File: config.mk
export PLATFORM = sky130hd
export DESIGN_NAME = ddr_mode_ctrl_flat
export DESIGN_NICKNAME = d
export VERILOG_FILES = /design/src/logic/ddr_mode_pkg.sv /design/src/logic/ddr_mode_link.sv /design/src/logic/ddr_mode_ctrl.sv /design/src/flat_wrapper.sv
export SDC_FILE = /design/constraint.sdc
export NUM_CORES = 1
export LEC_CHECK = 0
export BUFFER_PORTS_ARGS = -buffer_cell sky130_fd_sc_hd__buf_2
export CORE_ASPECT_RATIO = 1.5
export CORE_MARGIN = 3
export CORE_UTILIZATION = 48
export CTS_CLUSTER_SIZE = 25
export DETAILED_ROUTE_END_ITERATION = 10
export PLACE_DENSITY = 0.72
export SYNTH_ARGS = -nofsm -noshare
export SYNTH_HDL_FRONTEND = slang
export SYNTH_SLANG_ARGS = --single-unit
File: constraint.sdc
create_clock -name pclk -period 5.6 [get_ports pclk]
set_input_delay 1.12 -clock pclk [delete_from_list [all_inputs] [get_ports pclk]]
set_output_delay 1.12 -clock pclk [all_outputs]
set_load 0.03 [all_outputs]
File: src/logic/ddr_mode_pkg.sv
`default_nettype none
package ddr_mode_pkg;
   // ---------------------------------------------------------------
   // Link pin widths
   // ---------------------------------------------------------------
   localparam int ADDR_W = 12;
   localparam int BA_W = 2;
   localparam int WORD_W = ADDR_W + BA_W;

   // ---------------------------------------------------------------
   // Controller register map (byte addresses, one word each)
   // ---------------------------------------------------------------
   localparam logic [7:0] REG_CTRL = 8'h00;
   localparam logic [7:0] REG_STATUS = 8'h04;
   localparam logic [7:0] REG_BASE = 8'h08;
   localparam logic [7:0] REG_EXT = 8'h0C;
   localparam int CTRL_CKE = 0;
   localparam int CTRL_GO_BASE = 1;
   localparam int CTRL_GO_EXT = 2;
   localparam int CTRL_GO_REF = 3;
   localparam int CTRL_GO_PRE = 4;
   localparam int STAT_BUSY = 0;
   localparam int STAT_EXT_DONE = 1;
   localparam int STAT_IDLE = 2;
   localparam int STAT_LOCKED = 3;
   localparam int STAT_ERR = 4;
   localparam int STAT_REFS = 5;
   localparam int BASE_VAL_W = 9;
   localparam int EXT_VAL_W = 3;
   localparam logic [BASE_VAL_W-1:0] BASE_RESET = 9'h000;
   localparam logic [EXT_VAL_W-1:0] EXT_RESET = 3'h0;

   // ---------------------------------------------------------------
   // Address bit positions within a load or precharge command
   // ---------------------------------------------------------------
   localparam int A_BL_LSB = 0;
   localparam int A_BT = 3;
   localparam int A_LAT_LSB = 4;
   localparam int A_TEST = 7;
   localparam int A_DLL_RST = 8;
   localparam int A_DLL_DIS = 0;
   localparam int A_DRV_LO = 1;
   localparam int A_DRV_HI = 6;
   localparam int A_PRE_ALL = 10;
   localparam int BA_EXT_SEL = 0;

   // ---------------------------------------------------------------
   // Command codes as {cs_n, ras_n, cas_n, we_n}
   // ---------------------------------------------------------------
   localparam logic [3:0] CMD_LOAD = 4'h0;
   localparam logic [3:0] CMD_REF = 4'h1;
   localparam logic [3:0] CMD_PRE = 4'h2;
   localparam logic [3:0] CMD_DESEL = 4'hF;

   // ---------------------------------------------------------------
   // Counts in link clock cycles, minimum refresh count, and divider default
   // ---------------------------------------------------------------
   localparam int MRD_CYCLES = 2;
   localparam int DLL_LOCK_CYCLES = 200;
   localparam int MIN_REFRESH = 2;
   localparam int TRP_DEFAULT = 5;
   localparam int TRFC_DEFAULT = 17;
   localparam int CK_HALF_DEFAULT = 8;

   // ---------------------------------------------------------------
   // Field encodings
   // ---------------------------------------------------------------
   localparam logic [2:0] BL_CODE_2 = 3'h1;
   localparam logic [2:0] BL_CODE_4 = 3'h2;
   localparam logic [2:0] BL_CODE_8 = 3'h3;
   localparam logic [2:0] LAT_CODE_3 = 3'h3;

   typedef enum logic [2:0] {OP_NONE, OP_BASE, OP_EXT, OP_REF, OP_PRE} op_t;

   function automatic logic [3:0] burst_beats_of(input logic [2:0] code);
      unique case (code)
         BL_CODE_2: burst_beats_of = 4'h2;
         BL_CODE_4: burst_beats_of = 4'h4;
         BL_CODE_8: burst_beats_of = 4'h8;
         default: burst_beats_of = 4'h0;
      endcase
   endfunction

   function automatic logic [2:0] latency_of(input logic [2:0] code);
      latency_of = (code == LAT_CODE_3) ? 3'h3 : 3'h0;
   endfunction
endpackage
`default_nettype wire

File: src/logic/ddr_mode_link.sv
`timescale 1ns/100ps
`default_nettype none
interface ddr_mode_link;
   import ddr_mode_pkg::*;
   logic ck;
   logic cke;
   logic cs_n;
   logic ras_n;
   logic cas_n;
   logic we_n;
   logic [ADDR_W-1:0] addr;
   logic [BA_W-1:0] bank_addr;
   modport ctrl (output ck, cke, cs_n, ras_n, cas_n, we_n, addr, bank_addr);
   modport mem (input ck, cke, cs_n, ras_n, cas_n, we_n, addr, bank_addr);
endinterface
`default_nettype wire

File: src/logic/ddr_mode_ctrl.sv
`timescale 1ns/100ps
`default_nettype none
// Functional notes
// - base load: all four command pins low
// - memory stores address and bank bits
// - two clocks after base load
// - base load only with banks idle
// - burst length from bits 0 to 2
// - burst type from bit 3
// - read latency from bits 4 to 6
// - bits 7, 8, bank low normally
// - bit 8 high resets the loop
// - base load only after extended load
// - clock enable high before base load
// - precharge time before base load
// - extended load: bank bit 0 high
// - memory stores extended address bits
// - bit 0 enables or disables loop
// - bits 1 and 6 select drive
// - other extended bits driven low
// - two clocks after extended load
// - extended load: banks idle, enable high
// - extended load required after power-up
// - 200 clocks for loop lock
// - two refreshes before final base load
module ddr_mode_ctrl
   import ddr_mode_pkg::*;
#(
   parameter int CK_HALF = CK_HALF_DEFAULT,
   parameter int TRP_CK = TRP_DEFAULT,
   parameter int TRFC_CK = TRFC_DEFAULT
) (
   input wire logic pclk, // System clock
   input wire logic presetn, // Async reset, active low
   input wire logic psel, // APB select
   input wire logic penable, // APB access phase
   input wire logic pwrite, // APB direction, 1 = write
   input wire logic [7:0] paddr, // APB byte address
   input wire logic [31:0] pwdata, // APB write data
   output logic [31:0] prdata, // APB read data
   output logic pready, // APB ready
   output logic pslverr, // APB error for unmapped address
   ddr_mode_link.ctrl link // Command pins to the memory
);
   typedef enum logic [1:0] {S_IDLE, S_CMD, S_WAIT} ctrl_phase_t;
   typedef struct packed {
      logic [7:0] div;
      logic ck;
      logic cke_en;
      logic [3:0] cmd;
      logic [ADDR_W-1:0] addr;
      logic [BA_W-1:0] ba;
      logic [BASE_VAL_W-1:0] base_val;
      logic [EXT_VAL_W-1:0] ext_val;
      op_t pend;
      op_t cur;
      ctrl_phase_t st;
      logic [7:0] wait_cnt;
      logic [7:0] lock_cnt;
      logic [1:0] refs;
      logic ext_done;
      logic banks_idle;
      logic dll_rst_pend;
      logic dll_on;
      logic err;
      logic [31:0] rdata;
      logic slverr;
   } ctrl_state_t;
   ctrl_state_t r;
   ctrl_state_t next_r;
   logic wrap;
   logic rise_en;
   logic fall_en;
   logic setup;
   logic wr;
   logic mapped;
   logic busy;
   logic locked;
   logic ok_base;
   logic ok_ext;
   op_t go_op;
   logic go_ok;
   logic [31:0] status;

   if (CK_HALF < 2 || CK_HALF > 255 || TRP_CK < 2 || TRP_CK > 255 ||
       TRFC_CK < 2 || TRFC_CK > 255) begin : g_bad_param
      $error("ddr_mode_ctrl parameter out of range");
   end

   // ---------------------------------------------------------------
   // Link clock divider and bus decode
   // ---------------------------------------------------------------
   assign wrap = (r.div == 8'(CK_HALF - 1));
   assign rise_en = wrap & ~r.ck;
   assign fall_en = wrap & r.ck;
   assign setup = psel & ~penable;
   assign wr = psel & penable & pwrite & mapped;
   assign mapped = (paddr == REG_CTRL) || (paddr == REG_STATUS) ||
                   (paddr == REG_BASE) || (paddr == REG_EXT);
   assign busy = (r.st != S_IDLE) || (r.pend != OP_NONE);
   assign locked = r.dll_on & (r.lock_cnt == 8'h00);

   // Extended load must precede base load; final load waits for refreshes
   assign ok_base = r.cke_en & r.banks_idle & r.ext_done &
                    ~(r.dll_rst_pend & ~r.base_val[A_DLL_RST] &
                      (r.refs < 2'(MIN_REFRESH)));
   assign ok_ext = r.cke_en & r.banks_idle;

   assign go_op = pwdata[CTRL_GO_BASE] ? OP_BASE :
                  pwdata[CTRL_GO_EXT] ? OP_EXT :
                  pwdata[CTRL_GO_REF] ? OP_REF :
                  pwdata[CTRL_GO_PRE] ? OP_PRE : OP_NONE;
   assign go_ok = (go_op == OP_BASE) ? ok_base :
                  (go_op == OP_EXT || go_op == OP_REF) ? ok_ext :
                  (go_op == OP_PRE) ? r.cke_en : 1'b0;

   always_comb begin
      status = 32'h0000_0000;
      status[STAT_BUSY] = busy;
      status[STAT_EXT_DONE] = r.ext_done;
      status[STAT_IDLE] = r.banks_idle;
      status[STAT_LOCKED] = locked;
      status[STAT_ERR] = r.err;
      status[STAT_REFS +: 2] = r.refs;
   end

   // ---------------------------------------------------------------
   // Next state
   // ---------------------------------------------------------------
   always_comb begin
      next_r = r;
      next_r.div = wrap ? 8'h00 : r.div + 8'h01;
      if (wrap) begin
         next_r.ck = ~r.ck;
      end
      if (rise_en) begin
         if (r.st == S_WAIT && r.wait_cnt != 8'h00) begin
            next_r.wait_cnt = r.wait_cnt - 8'h01;
         end
         if (r.lock_cnt != 8'h00) begin
            next_r.lock_cnt = r.lock_cnt - 8'h01;
         end
      end
      // Commands start at the link clock's fall so they are centred on its rise
      unique case (r.st)
         S_IDLE: begin
            if (fall_en && r.pend != OP_NONE) begin
               next_r.st = S_CMD;
               next_r.cur = r.pend;
               next_r.pend = OP_NONE;
               next_r.addr = '0;
               next_r.ba = '0;
               unique case (r.pend)
                  OP_BASE: begin
                     next_r.cmd = CMD_LOAD;
                     // Bank bits and bits above 8 stay low
                     next_r.addr[BASE_VAL_W-1:0] = r.base_val;
                     next_r.dll_rst_pend = r.base_val[A_DLL_RST];
                     if (r.base_val[A_DLL_RST]) begin
                        next_r.refs = 2'h0;
                        next_r.lock_cnt = 8'(DLL_LOCK_CYCLES);
                     end
                  end
                  OP_EXT: begin
                     next_r.cmd = CMD_LOAD;
                     next_r.ba[BA_EXT_SEL] = 1'b1;
                     // Only loop and drive bits may be high
                     next_r.addr[A_DLL_DIS] = r.ext_val[0];
                     next_r.addr[A_DRV_LO] = r.ext_val[1];
                     next_r.addr[A_DRV_HI] = r.ext_val[2];
                     next_r.ext_done = 1'b1;
                     next_r.dll_on = ~r.ext_val[0];
                     if (!r.ext_val[0]) begin
                        next_r.lock_cnt = 8'(DLL_LOCK_CYCLES);
                     end
                  end
                  OP_REF: begin
                     next_r.cmd = CMD_REF;
                     if (r.refs != 2'h3) begin
                        next_r.refs = r.refs + 2'h1;
                     end
                  end
                  OP_PRE: begin
                     next_r.cmd = CMD_PRE;
                     next_r.addr[A_PRE_ALL] = 1'b1;
                     next_r.banks_idle = 1'b1;
                  end
                  default: next_r.cmd = CMD_DESEL;
               endcase
            end
         end
         S_CMD: begin
            if (fall_en) begin
               next_r.cmd = CMD_DESEL;
               next_r.addr = '0;
               next_r.ba = '0;
               next_r.st = S_WAIT;
               // One rise has passed already; count the remainder
               unique case (r.cur)
                  OP_PRE: next_r.wait_cnt = 8'(TRP_CK - 1);
                  OP_REF: next_r.wait_cnt = 8'(TRFC_CK - 1);
                  default: next_r.wait_cnt = 8'(MRD_CYCLES - 1);
               endcase
            end
         end
         S_WAIT: begin
            if (r.wait_cnt == 8'h00) begin
               next_r.st = S_IDLE;
               next_r.cur = OP_NONE;
            end
         end
      endcase
      // Bus side: read data is captured in the setup cycle
      if (setup) begin
         next_r.slverr = ~mapped;
         next_r.rdata = 32'h0000_0000;
         if (paddr == REG_CTRL) begin
            next_r.rdata[CTRL_CKE] = r.cke_en;
         end else if (paddr == REG_STATUS) begin
            next_r.rdata = status;
         end else if (paddr == REG_BASE) begin
            next_r.rdata[BASE_VAL_W-1:0] = r.base_val;
         end else if (paddr == REG_EXT) begin
            next_r.rdata[EXT_VAL_W-1:0] = r.ext_val;
         end
      end
      if (wr && paddr == REG_STATUS && pwdata[STAT_ERR]) begin
         next_r.err = 1'b0;
      end
      if (wr && paddr == REG_BASE) begin
         next_r.base_val = pwdata[BASE_VAL_W-1:0];
      end
      if (wr && paddr == REG_EXT) begin
         next_r.ext_val = pwdata[EXT_VAL_W-1:0];
      end
      if (wr && paddr == REG_CTRL) begin
         next_r.cke_en = pwdata[CTRL_CKE];
         if (go_op != OP_NONE) begin
            if (busy || !go_ok) begin
               next_r.err = 1'b1;
            end else begin
               next_r.pend = go_op;
            end
         end
      end
   end

   always_ff @(posedge pclk or negedge presetn) begin
      if (!presetn) begin
         r <= '{div: 8'h00, ck: 1'b0, cke_en: 1'b0, cmd: CMD_DESEL, addr: '0, ba: '0,
                base_val: BASE_RESET, ext_val: EXT_RESET, pend: OP_NONE, cur: OP_NONE,
                st: S_IDLE, wait_cnt: 8'h00, lock_cnt: 8'h00, refs: 2'h0,
                ext_done: 1'b0, banks_idle: 1'b0, dll_rst_pend: 1'b0, dll_on: 1'b0,
                err: 1'b0, rdata: 32'h0000_0000, slverr: 1'b0};
      end else begin
         r <= next_r;
      end
   end

   // ---------------------------------------------------------------
   // Outputs
   // ---------------------------------------------------------------
   assign prdata = r.rdata;
   assign pready = psel & penable;
   assign pslverr = psel & penable & r.slverr;
   assign link.ck = r.ck;
   assign link.cke = r.cke_en;
   assign link.cs_n = r.cmd[3];
   assign link.ras_n = r.cmd[2];
   assign link.cas_n = r.cmd[1];
   assign link.we_n = r.cmd[0];
   assign link.addr = r.addr;
   assign link.bank_addr = r.ba;
endmodule // ddr_mode_ctrl
`default_nettype wire

File: src/flat_wrapper.sv
// flat-port wrapper written by rule: the top's interface ports become plain ports
module ddr_mode_ctrl_flat import ddr_mode_pkg::*;
#(
   parameter int CK_HALF = CK_HALF_DEFAULT,
   parameter int TRP_CK = TRP_DEFAULT,
   parameter int TRFC_CK = TRFC_DEFAULT
)
  (pclk, presetn, psel, penable, pwrite, paddr, pwdata, prdata, pready, pslverr, link_ck, link_cke, link_cs_n, link_ras_n, link_cas_n, link_we_n, link_addr, link_bank_addr);
  ddr_mode_link link_i ();
  input wire logic pclk;
  input wire logic presetn;
  input wire logic psel;
  input wire logic penable;
  input wire logic pwrite;
  input wire logic [7:0] paddr;
  input wire logic [31:0] pwdata;
  output logic [31:0] prdata;
  output logic pready;
  output logic pslverr;
  output wire logic [$bits(link_i.ck)-1:0] link_ck;
  output wire logic [$bits(link_i.cke)-1:0] link_cke;
  output wire logic [$bits(link_i.cs_n)-1:0] link_cs_n;
  output wire logic [$bits(link_i.ras_n)-1:0] link_ras_n;
  output wire logic [$bits(link_i.cas_n)-1:0] link_cas_n;
  output wire logic [$bits(link_i.we_n)-1:0] link_we_n;
  output wire logic [$bits(link_i.addr)-1:0] link_addr;
  output wire logic [$bits(link_i.bank_addr)-1:0] link_bank_addr;
  assign link_ck = link_i.ck;
  assign link_cke = link_i.cke;
  assign link_cs_n = link_i.cs_n;
  assign link_ras_n = link_i.ras_n;
  assign link_cas_n = link_i.cas_n;
  assign link_we_n = link_i.we_n;
  assign link_addr = link_i.addr;
  assign link_bank_addr = link_i.bank_addr;
  ddr_mode_ctrl #(.CK_HALF(CK_HALF), .TRP_CK(TRP_CK), .TRFC_CK(TRFC_CK)) u_core (.pclk(pclk), .presetn(presetn), .psel(psel), .penable(penable), .pwrite(pwrite), .paddr(paddr), .pwdata(pwdata), .prdata(prdata), .pready(pready), .pslverr(pslverr), .link(link_i));
endmodule
# After elaboration in Yosys (flattened, before gate mapping)
# Cells that the tools add are included.
# word_totals
in_bits	45
elab_cells	154
out_inout_bits	54
register_bits	104
# op_classes
muxes	53
eq_ne	22
order_cmp	1
add_sub_neg	4
n_reduce_logical	34
bitwise_logic	19
# ops
operator	n
$mux 8	7
$mux 18	2
$pmux 18 s2	1
$mux 3	10
$mux 14	2
$logic_not 8->1	3
$mux 10	2
$reduce_and 3->1	6
$eq 8x3->1 const B	2
$eq 8x4->1 const B	2
$mux 16	1
$pmux 8 s2	1
$reduce_bool 8->1	2
$sub 8x1->8 const B	2
$eq 3x2->1 const B	5
$mux 1	14
$and 1x1->1	13
$pmux 4 s3	1
$pmux 5 s2	1
$eq 3x3->1 const B	3
$mux 9	1
$add 8x1->8 const B	1
$ne 2x1->1 const B	4
$pmux 2 s2	2
22 further kinds	45

# Logic depth before layout (Yosys ltp)
# Gate-level depths: netlist of run 1.
# logic_depth
word_depth	13
ltp_mapped	8
ltp_nobuf	6

# Least setup slack after synthesis of run 1
# OpenSTA, ideal clock, no wires.
# synth_timing
kind	input -> register
from	in paddr[1]
to	reg u_core.r[64] in the netlist's numbering
required_time_ns	5.475
path_stages	4
setup_time_ns	0.125
arrival_ns	2.521
slack_ns	2.954
path_buffers	0
cell_sequence	or4_1 -> nor3_2 -> and3_1 -> mux2_2
# synth_between
elab_chain_cells	6
elab_cells_between_ends	9
classes_between	eq/ne (3); bitwise (1); reduce/logical (5)
# synth_lines
item	line_no	text
start, declared	flat_wrapper.sv:15	input wire logic [7:0] paddr;
$eq 8x3->1 or $logic_not 8->1 (tied branches)	ddr_mode_ctrl.sv:98	assign mapped = (paddr == REG_CTRL) || (paddr == REG_STATUS) ||
$logic_or 1x1->1 (2 in series)	ddr_mode_ctrl.sv:98	
$logic_or 1x1->1	ddr_mode_ctrl.sv:99	(paddr == REG_BASE) || (paddr == REG_EXT);
$and 1x1->1	ddr_mode_ctrl.sv:97	assign wr = psel & penable & pwrite & mapped;
$logic_and 1x1->1 *	ddr_mode_ctrl.sv:233	if (wr && paddr == REG_EXT) begin
end signal, assigned	ddr_mode_ctrl.sv:250	r <= '{div: 8'h00, ck: 1'b0, cke_en: 1'b0, cmd: CMD_DESEL, addr: '0, ba: '0,
end signal, assigned	ddr_mode_ctrl.sv:256	r <= next_r;
end, declared	ddr_mode_ctrl.sv:69	ctrl_state_t r;
# Every way passes the cells marked *; elsewhere a longest branch is shown, timed or not.
# A chain may end at the register's enable or synchronous reset.

# Worst setup path after layout of run 1
# layout_timing
from	in paddr[1]
to	reg u_core.r[67] in the netlist's numbering
# layout_between
elab_chain_cells	6
elab_cells_between_ends	9
classes_between	eq/ne (3); bitwise (1); reduce/logical (5)
# layout_lines
item	line_no	text
$eq 8x3->1 or $logic_not 8->1 (tied branches)	ddr_mode_ctrl.sv:98	
$logic_or 1x1->1 (2 in series)	ddr_mode_ctrl.sv:98	
$logic_or 1x1->1	ddr_mode_ctrl.sv:99	
$and 1x1->1	ddr_mode_ctrl.sv:97	
$logic_and 1x1->1 *	ddr_mode_ctrl.sv:230	if (wr && paddr == REG_BASE) begin
# Marked as above.

==> results by group, run 1 <==
Layout
  • Post-route cell area: 0.00464 sq mm
  • Diodes inserted: 0
  • Util after Layout: 0.542
  • Nets: 501
  • Layout cells sized above 1: 0.230
  • Area delta synth->final: 8.57%
  • Non-Filler Instances: 559

Setup path
  • Cell chain of the critical path: buf_2 > or4_1 > nor3_2 > nand2_1 > mux2_2
  • CP Buf/Inv Count: 1
  • Reg-to-reg endpoint: u_core.r[38]$_DFFE_PN0P_
  • Startpoint Class: input pin
  • Setup crit start: paddr[1]
  • Cells on worst reg2reg path: 5
  • WP data required: 5.81 ns
  • FF-to-FF Start: u_core.r[96]$_DFF_PN0_
  • Worst Path Class, Setup: in -> reg
  • Critical Path Max Stage Delay: 0.55 ns
  • Worst-path maximum fanout: 9
  • Crit path capture: u_core.r[67]$_DFFE_PN0P_
  • R2r setup slk: 3.25 ns
  • CP endpoint kind: register
  • CP max stage cell: or4_1
  • Top Family by Delay on Critical Path: simple AND/OR/NAND/NOR gates
  • Worst path depth: 5
  • Critical Path AT: 2.93 ns

Power and ir drop
  • PnR Total Power: 1.18 mW
  • NetSw: 0.260 mW
  • Sw frac: 0.221
  • Clock power share: 0.474
  • Cell Int Power: 0.919 mW
  • Register share of total power: 0.475
  • Peak supply drop: 184 uV
  • Combinational share of power: 0.051
  • Cell leakage power: 2.23 nW
  • P per Cell Area: 254 mW/mm^2

STA
  • Slew Viols, Final: 0
  • Final Cycle Share: 0.484
  • Setup TNS Final: 0 ns
  • Worst hold margin: 0.451 ns
  • Worst slew margin: 0.334
  • Fin Clk Skew: 0.00683 ns
  • Worst Max-Slew Pin Slew: 0.992 ns
  • RSZ-0062 raised after global routing: no
  • FMAX: 369 MHz
  • Final Critical Period: 2.71 ns
  • Final Hold Violating Endpoints: 0
  • Final WS setup: 2.89 ns
  • # setup viols final: 0

Clock tree
  • Number of CTS-inserted buffers: 9
  • CTS root buf: clkbuf_16
  • Clock sinks: 77
  • CTS tree: done
  • Worst skew pair latency: 0.34 ns
  • Hold_buf cts: 0
  • Postcts setup bufs: 0
  • Clock Tree Buf Depth: 2
  • H-tree levels: 3
  • Clock Pin Slew Worst Setup and Hold Paths: 0.05 ns
  • Resized Gates After CTS: 0

Synth
  • Synth Flop Type: dfrtp_1
  • Netlist cell types: 61
  • Ys async rst share: 1.00
  • Cell count after synthesis: 420
  • Synthesis Warnings: 0
  • EDFF count, synth: 0
  • Post-Syn Area: 0.00428 sq mm
  • Seq/Total Area, Yosys: 0.451
  • Post-Syn Area per Cell: 10.2 sq um
  • #FFs+latches synth: 77

Routing
  • # DRC: 0
  • Final ANT Viol Nets: 0
  • Drt pass-1 iters: 4
  • Post-DR vias/cell: 5.58
  • First DRT Iteration DRCs: 154
  • Wire length per cell: 15.9 microns
  • Vias post-DR: 3122
  • Final wirelength: 8860 microns

Job
  • Max-Cap Viols: 0

Placed design
  • DP Wirelength: 6550 microns
  • Inst Count DP: 543
  • RePlAce Congestion: 0.850
  • # port buffers: 49
  • Pre-CTS WS: 2.52 ns
  • Placed cell area: 0.00435 sq mm

Floorplan
  • Standard-cell rows: 41
  • Boundary Pins: 99
  • Die Span X: 83.1 microns
  • Die H: 122 microns
  • Full die area: 0.0101 sq mm
  • Starting Density: 0.499
  • Core Box Area: 0.00857 sq mm

GRT
  • Largest net degree at the start of global routing: 78
  • GRT Total Usage: 0.181
  • Vias in the first global route: 3064
  • First-pass GRT wire length: 14600 microns
  • Grt total ovfl: 0
  • Initial antenna violation count: 0

Run status
  • Outcome: completed

Min path
  • HP Class: reg -> reg
==> cell type report <==
cell class,instances,area [sq um]
Clock buffer,16,292
Tap cell,107,134
Multi-Input combinational cell,292,1970
Sequential cell,77,1930
Fill cell,755,3920
Inverter,17,63.8
Timing Repair Buffer,50,255
==> layer usage <==
layer	up-vias	global-route usage	routed length [microns]
met1	1520	0.200	3490
met5	-	0	0
met2	81	0.334	4800
li1	1501	-	-
met4	0	0.0777	218
met3	20	0.0372	355
==> sequential cells by signal, indices dropped and copies added, names as in the netlist <==
name and flops:
u_core.link.ck 1, u_core.link.bank_addr 1, u_core.link.addr 10, u_core.link.ras_n 1, u_core.r 52, u_core.link.we_n 1, u_core.link.cke 1, u_core.link.cas_n 1
u_core.prdata 9
==> kinds of logic after synthesis <==
| kind of cell | count (synthesis) | synth area share |
|---|---|---|
| simple gates | 140 | 0.184 |
| buf+inv | 76 | 0.110 |
| compound gates | 77 | 0.125 |
| fa+ha+maj | 9 | 0.0263 |
| other cells | 1 | 0.000877 |
| mux | 33 | 0.0872 |
| flops | 77 | 0.451 |
| xor+xnor | 7 | 0.0143 |
==> cells in the final DEF (no fill, tap or decap), types with 11 or more instances in the layout <==
master and instances:
dfrtp_1 74, buf_2 48, nand2_1 35, conb_1 26, mux2_2 24, nor2_1 19
inv_1 17, o21ai_0 17, nand3_1 15, a22o_1 11
==> power by group through the flow <==
stage	combinational [mW]	sequential, mW	clock [mW]
finish	0.0596	0.560	0.559
global route	0.0654	0.560	0.588
CTS	0.0601	0.560	0.569
detailed placement	0.0600	0.570	0
global placement	0.0592	0.570	0
floorplan	0.0500	0.570	0
==> how the worst min path moves through the flow <==
stage,startpoint,slack (ns),depth (start not counted),endpoint
2_1_floorplan,u_core.r[96]$_DFF_PN0_,0.42,1,u_core.r[96]$_DFF_PN0_
3_3_place_gp,u_core.r[96]$_DFF_PN0_,0.44,1,u_core.r[96]$_DFF_PN0_
3_5_place_dp,u_core.r[96]$_DFF_PN0_,0.44,1,u_core.r[96]$_DFF_PN0_
4_1_cts,u_core.r[96]$_DFF_PN0_,0.45,1,u_core.r[96]$_DFF_PN0_
5_1_grt,u_core.r[96]$_DFF_PN0_,0.47,1,u_core.r[96]$_DFF_PN0_
6_report,u_core.r[96]$_DFF_PN0_,0.45,1,u_core.r[96]$_DFF_PN0_
==> synth_stat cells (3+ instances only) <==
master	count	area [sq um]
a21oi_1	10	50.1
a22o_1	11	96.3
a22oi_1	5	37.5
and2_1	5	31.3
and3_1	6	37.5
buf_4	47	353
clkbuf_1	9	33.8
dfrtp_1	74	1850
dfstp_2	3	78.8
ha_1	9	113
inv_1	17	63.8
mux2_2	24	270
mux2i_1	8	80.1
nand2_1	35	131
nand2b_1	4	25.0
nand3_1	15	75.1
nand4_1	4	25.0
nor2_1	19	71.3
nor2b_1	6	37.5
nor3_1	7	35.0
nor4_1	6	37.5
o2111ai_1	3	26.3
o211ai_1	5	37.5
o21ai_0	17	85.1
o31ai_1	8	60.1
or3_1	10	62.6
or4_1	5	37.5
xnor2_1	6	52.6
==> worst register-to-register path, cell delays in order (launching register included) <==
cell	delay, ns
dfrtp_1	0.36
ha_1	0.22
and4bb_2	0.49
nand4b_1	0.34
nor3b_1	0.44
mux2_2	0.38
(Power assumes the default switching activity.)
==> run 2, diff against run 1 <==
ABC_AREA = 1   (was not set)
clock period = 2.8 ns   (was 5.6 ns; I/O delays follow)
==> run 2 against run 1 <==
Cell area rose by 3.4%. Global-route usage grew 1.2 points. Setup slack got worse by 2.1 ns. Flip-flop and latch count did not move. Combinational power up 98%. Cell count increased by 28%. Hold slack got worse by 0.076 ns. Sequential power up 100%. Via count up 15%. Routed wire length increased by 6.9%. Core utilization is 0.45 points lower. Critical path depth increased by 3. Critical path type is now reg -> reg.
==> results by group, run 2 <==
Setup path
  • Critical Path Max Stage Delay: 0.55 ns
  • Cell chain of the critical path: inv_1 > ha_1 > inv_1 > nor2_1 > nand2_1 > xor2_1 > nand2_1 > nand2_1
  • Critical Path AT: 2.20 ns
  • Worst-path maximum fanout: 11
  • WP data required: 3.03 ns
  • Startpoint Class: register
  • Cells on worst reg2reg path: 8
  • CP max stage cell: nor2_1
  • CP endpoint kind: register
  • FF-to-FF Start: u_core.r[56]$_DFFE_PN0P_
  • Most Frequent Cell on Critical Path: nand2_1
  • R2r setup slk: 0.83 ns
  • Worst Path Class, Setup: reg -> reg
  • Reg-to-reg endpoint: u_core.r[48]$_DFF_PN0_

STA
  • Final Critical Period: 1.97 ns
  • Final Cycle Share: 0.704
  • Slew Viols, Final: 0
  • Fin Clk Skew: 0.00567 ns
  • FMAX: 508 MHz
  • Worst hold margin: 0.375 ns
  • Final Hold Violating Endpoints: 0
  • # setup viols final: 0
  • Worst slew margin: 0.352
  • RSZ-0062 raised after global routing: no
  • Setup TNS Final: 0 ns
  • Worst Max-Slew Pin Slew: 0.972 ns

GRT
  • Largest net degree at the start of global routing: 78
  • Grt total ovfl: 0
  • First-pass GRT wire length: 16000 microns
  • GRT Total Usage: 0.193
  • Vias in the first global route: 3558
  • Initial antenna violation count: 0

Synth
  • Synthesis Warnings: 0
  • Synth top area share: 0.418
  • Cell count after synthesis: 572
  • Synth Flop Type: dfrtp_1
  • Simple-Gate Fraction of Synth Area: 0.289
  • Ys async rst share: 1.00
  • Most frequent cell after synthesis: nand2_1
  • Seq/Total Area, Yosys: 0.436
  • Netlist cell types: 40
  • Synth top cells by count: nand2_1, dfrtp_1, inv_1
  • Complex-gate fraction of the synthesized area: 0.0827
  • #FFs+latches synth: 77
  • Largest family of logic cells by synthesized area: simple AND/OR/NAND/NOR gates
  • Mux share of post-synthesis cell area: 0.00254
  • Adder-cell share of the synthesized area: 0.0254
  • EDFF count, synth: 0
  • Post-Syn Area: 0.00443 sq mm
  • Cell taking the most area after synthesis: dfrtp_1
  • Post-Synth XOR/XNOR Area: 0.0178
  • Post-Syn Area per Cell: 7.75 sq um
  • Synth top area cells: dfrtp_1, nand2_1, buf_4

Layout
  • Filler cells: 894
  • Most common cell after layout, fill and taps aside: nand2_1
  • Util after Layout: 0.538
  • Most frequent cells in the layout: nand2_1, dfrtp_1, inv_1
  • Nets: 656
  • Most flop-heavy register: u_core.r
  • Flip-flop count of the largest register after layout: 52
  • Area delta synth->final: 8.39%
  • Layout cells sized above 1: 0.134
  • Diodes inserted: 0

Min path
  • HP Class: in -> async

Placed design
  • DP Wirelength: 7050 microns
  • RePlAce Congestion: 0.907
  • # port buffers: 49

Clock tree
  • Clock Pin Slew Worst Setup and Hold Paths: 0.06 ns
  • Postcts setup bufs: 0
  • Resized Gates After CTS: 0
  • CTS root buf: clkbuf_16
  • Number of CTS-inserted buffers: 9
  • Clock Tree Buf Depth: 2
  • Hold_buf cts: 0
  • Worst skew pair latency: 0.34 ns
  • CTS tree: done
  • Clock sinks: 77
  • H-tree levels: 3

Routing
  • Drt pass-1 iters: 4
  • Vias post-DR: 3603
  • Wire length per cell: 13.2 microns
  • Final ANT Viol Nets: 0
  • Final wirelength: 9470 microns
  • # DRC: 0
  • First DRT Iteration DRCs: 169
  • Post-DR vias/cell: 5.03

Floorplan
  • Standard-cell rows: 42
  • Die H: 124 microns
  • Die Span X: 84.4 microns
  • Core Box Area: 0.00893 sq mm
  • Boundary Pins: 99
  • Full die area: 0.0104 sq mm
  • Starting Density: 0.496

Power and ir drop
  • PnR Total Power: 2.39 mW
  • P per Cell Area: 497 mW/mm^2
  • Cell leakage power: 2.60 nW
  • Peak supply drop: 309 uV

Job
  • Max-Cap Viols: 0

Run status
  • Outcome: completed
run 2: changes by cell type after synthesis, moves of 6 or more:
cell      previous run  this run
nand2_1             35       164
inv_1               17        61
nor2_1              19        52
nand3_1             15        44
mux2_2              24         1
o21ai_0             17        31
a22o_1              11         0
or3_1               10         0
mux2i_1              8         0
nand4_1              4        12
clkbuf_1             9         2
nor2b_1              6         0
nor4_1               6         0
xor2_1               1         7
run 2: routing by layer:
metal	track usage	part of all wire
met1	0.205	0.39
met2	0.352	0.54
met3	0.0318	0.037
met4	0.127	0.036
met5	0	0
run 2: cells by family after synthesis:
kind of cell / count (synthesis)
AOI/OAI and AO/OA: 64
xor gates and xnor gates: 9
adders and majority gates: 9
buffers and inverters: 119
DFF: 77
muxes: 1
other: 1
and+or+nand+nor: 292
run 2: where the power goes:
group	internal [mW]	total, mW	leakage, nW	switching (mW)
registers	1.12	1.12	1.04	0.00277
logic	0.0191	0.118	1.41	0.0988
clock network	0.707	1.15	0.145	0.442
total	1.84	2.39	2.60	0.543
run 2: cell type report:
type	instances	area [sq um]	share of cell area
Sequential cell	77	1930	0.402
Timing Repair Buffer	50	255	0.0532
Multi-Input combinational cell	401	1950	0.406
Tap cell	110	138	0.0287
Clock buffer	11	243	0.0505
Clock inverter	4	48.8	0.0102
Inverter	63	239	0.0498
run 2: through the flow:
| step | setup WS, ns | cells | area [sq um] |
|---|---|---|---|
| 5_1_grt | 0.620 | 716 | 4800 |
| 3_5_place_dp | 0.835 | 701 | 4510 |
| 6_report | 0.830 | 716 | 4800 |
| 3_3_place_gp | 0.881 | 701 | 4510 |
| 4_1_cts | 0.853 | 716 | 4800 |
| 2_1_floorplan | 1.22 | 597 | 4520 |
run 2: critical path, delay by kind of cell, from the launching register on:
kind | cells | cell delay, ns
simple gates | 4 | 0.88
flops | 1 | 0.39
xor+xnor | 1 | 0.19
fa+ha+maj | 1 | 0.21
buf+inv | 2 | 0.19
run 2: how the worst max path moves through the flow:
stage / from / endpoint / slack [ns] / cells past startpoint
CTS: u_core.r[56]$_DFFE_PN0P_ / u_core.r[48]$_DFF_PN0_ / 0.85 / 8
global placement: paddr[7] / u_core.r[74]$_DFFE_PN0P_ / 0.88 / 6
floorplan: penable / u_core.r[68]$_DFFE_PN0P_ / 1.22 / 8
global route: u_core.r[56]$_DFFE_PN0P_ / u_core.r[48]$_DFF_PN0_ / 0.62 / 8
finish: u_core.r[56]$_DFFE_PN0P_ / u_core.r[48]$_DFF_PN0_ / 0.83 / 8
detailed placement: paddr[1] / u_core.r[74]$_DFFE_PN0P_ / 0.83 / 6
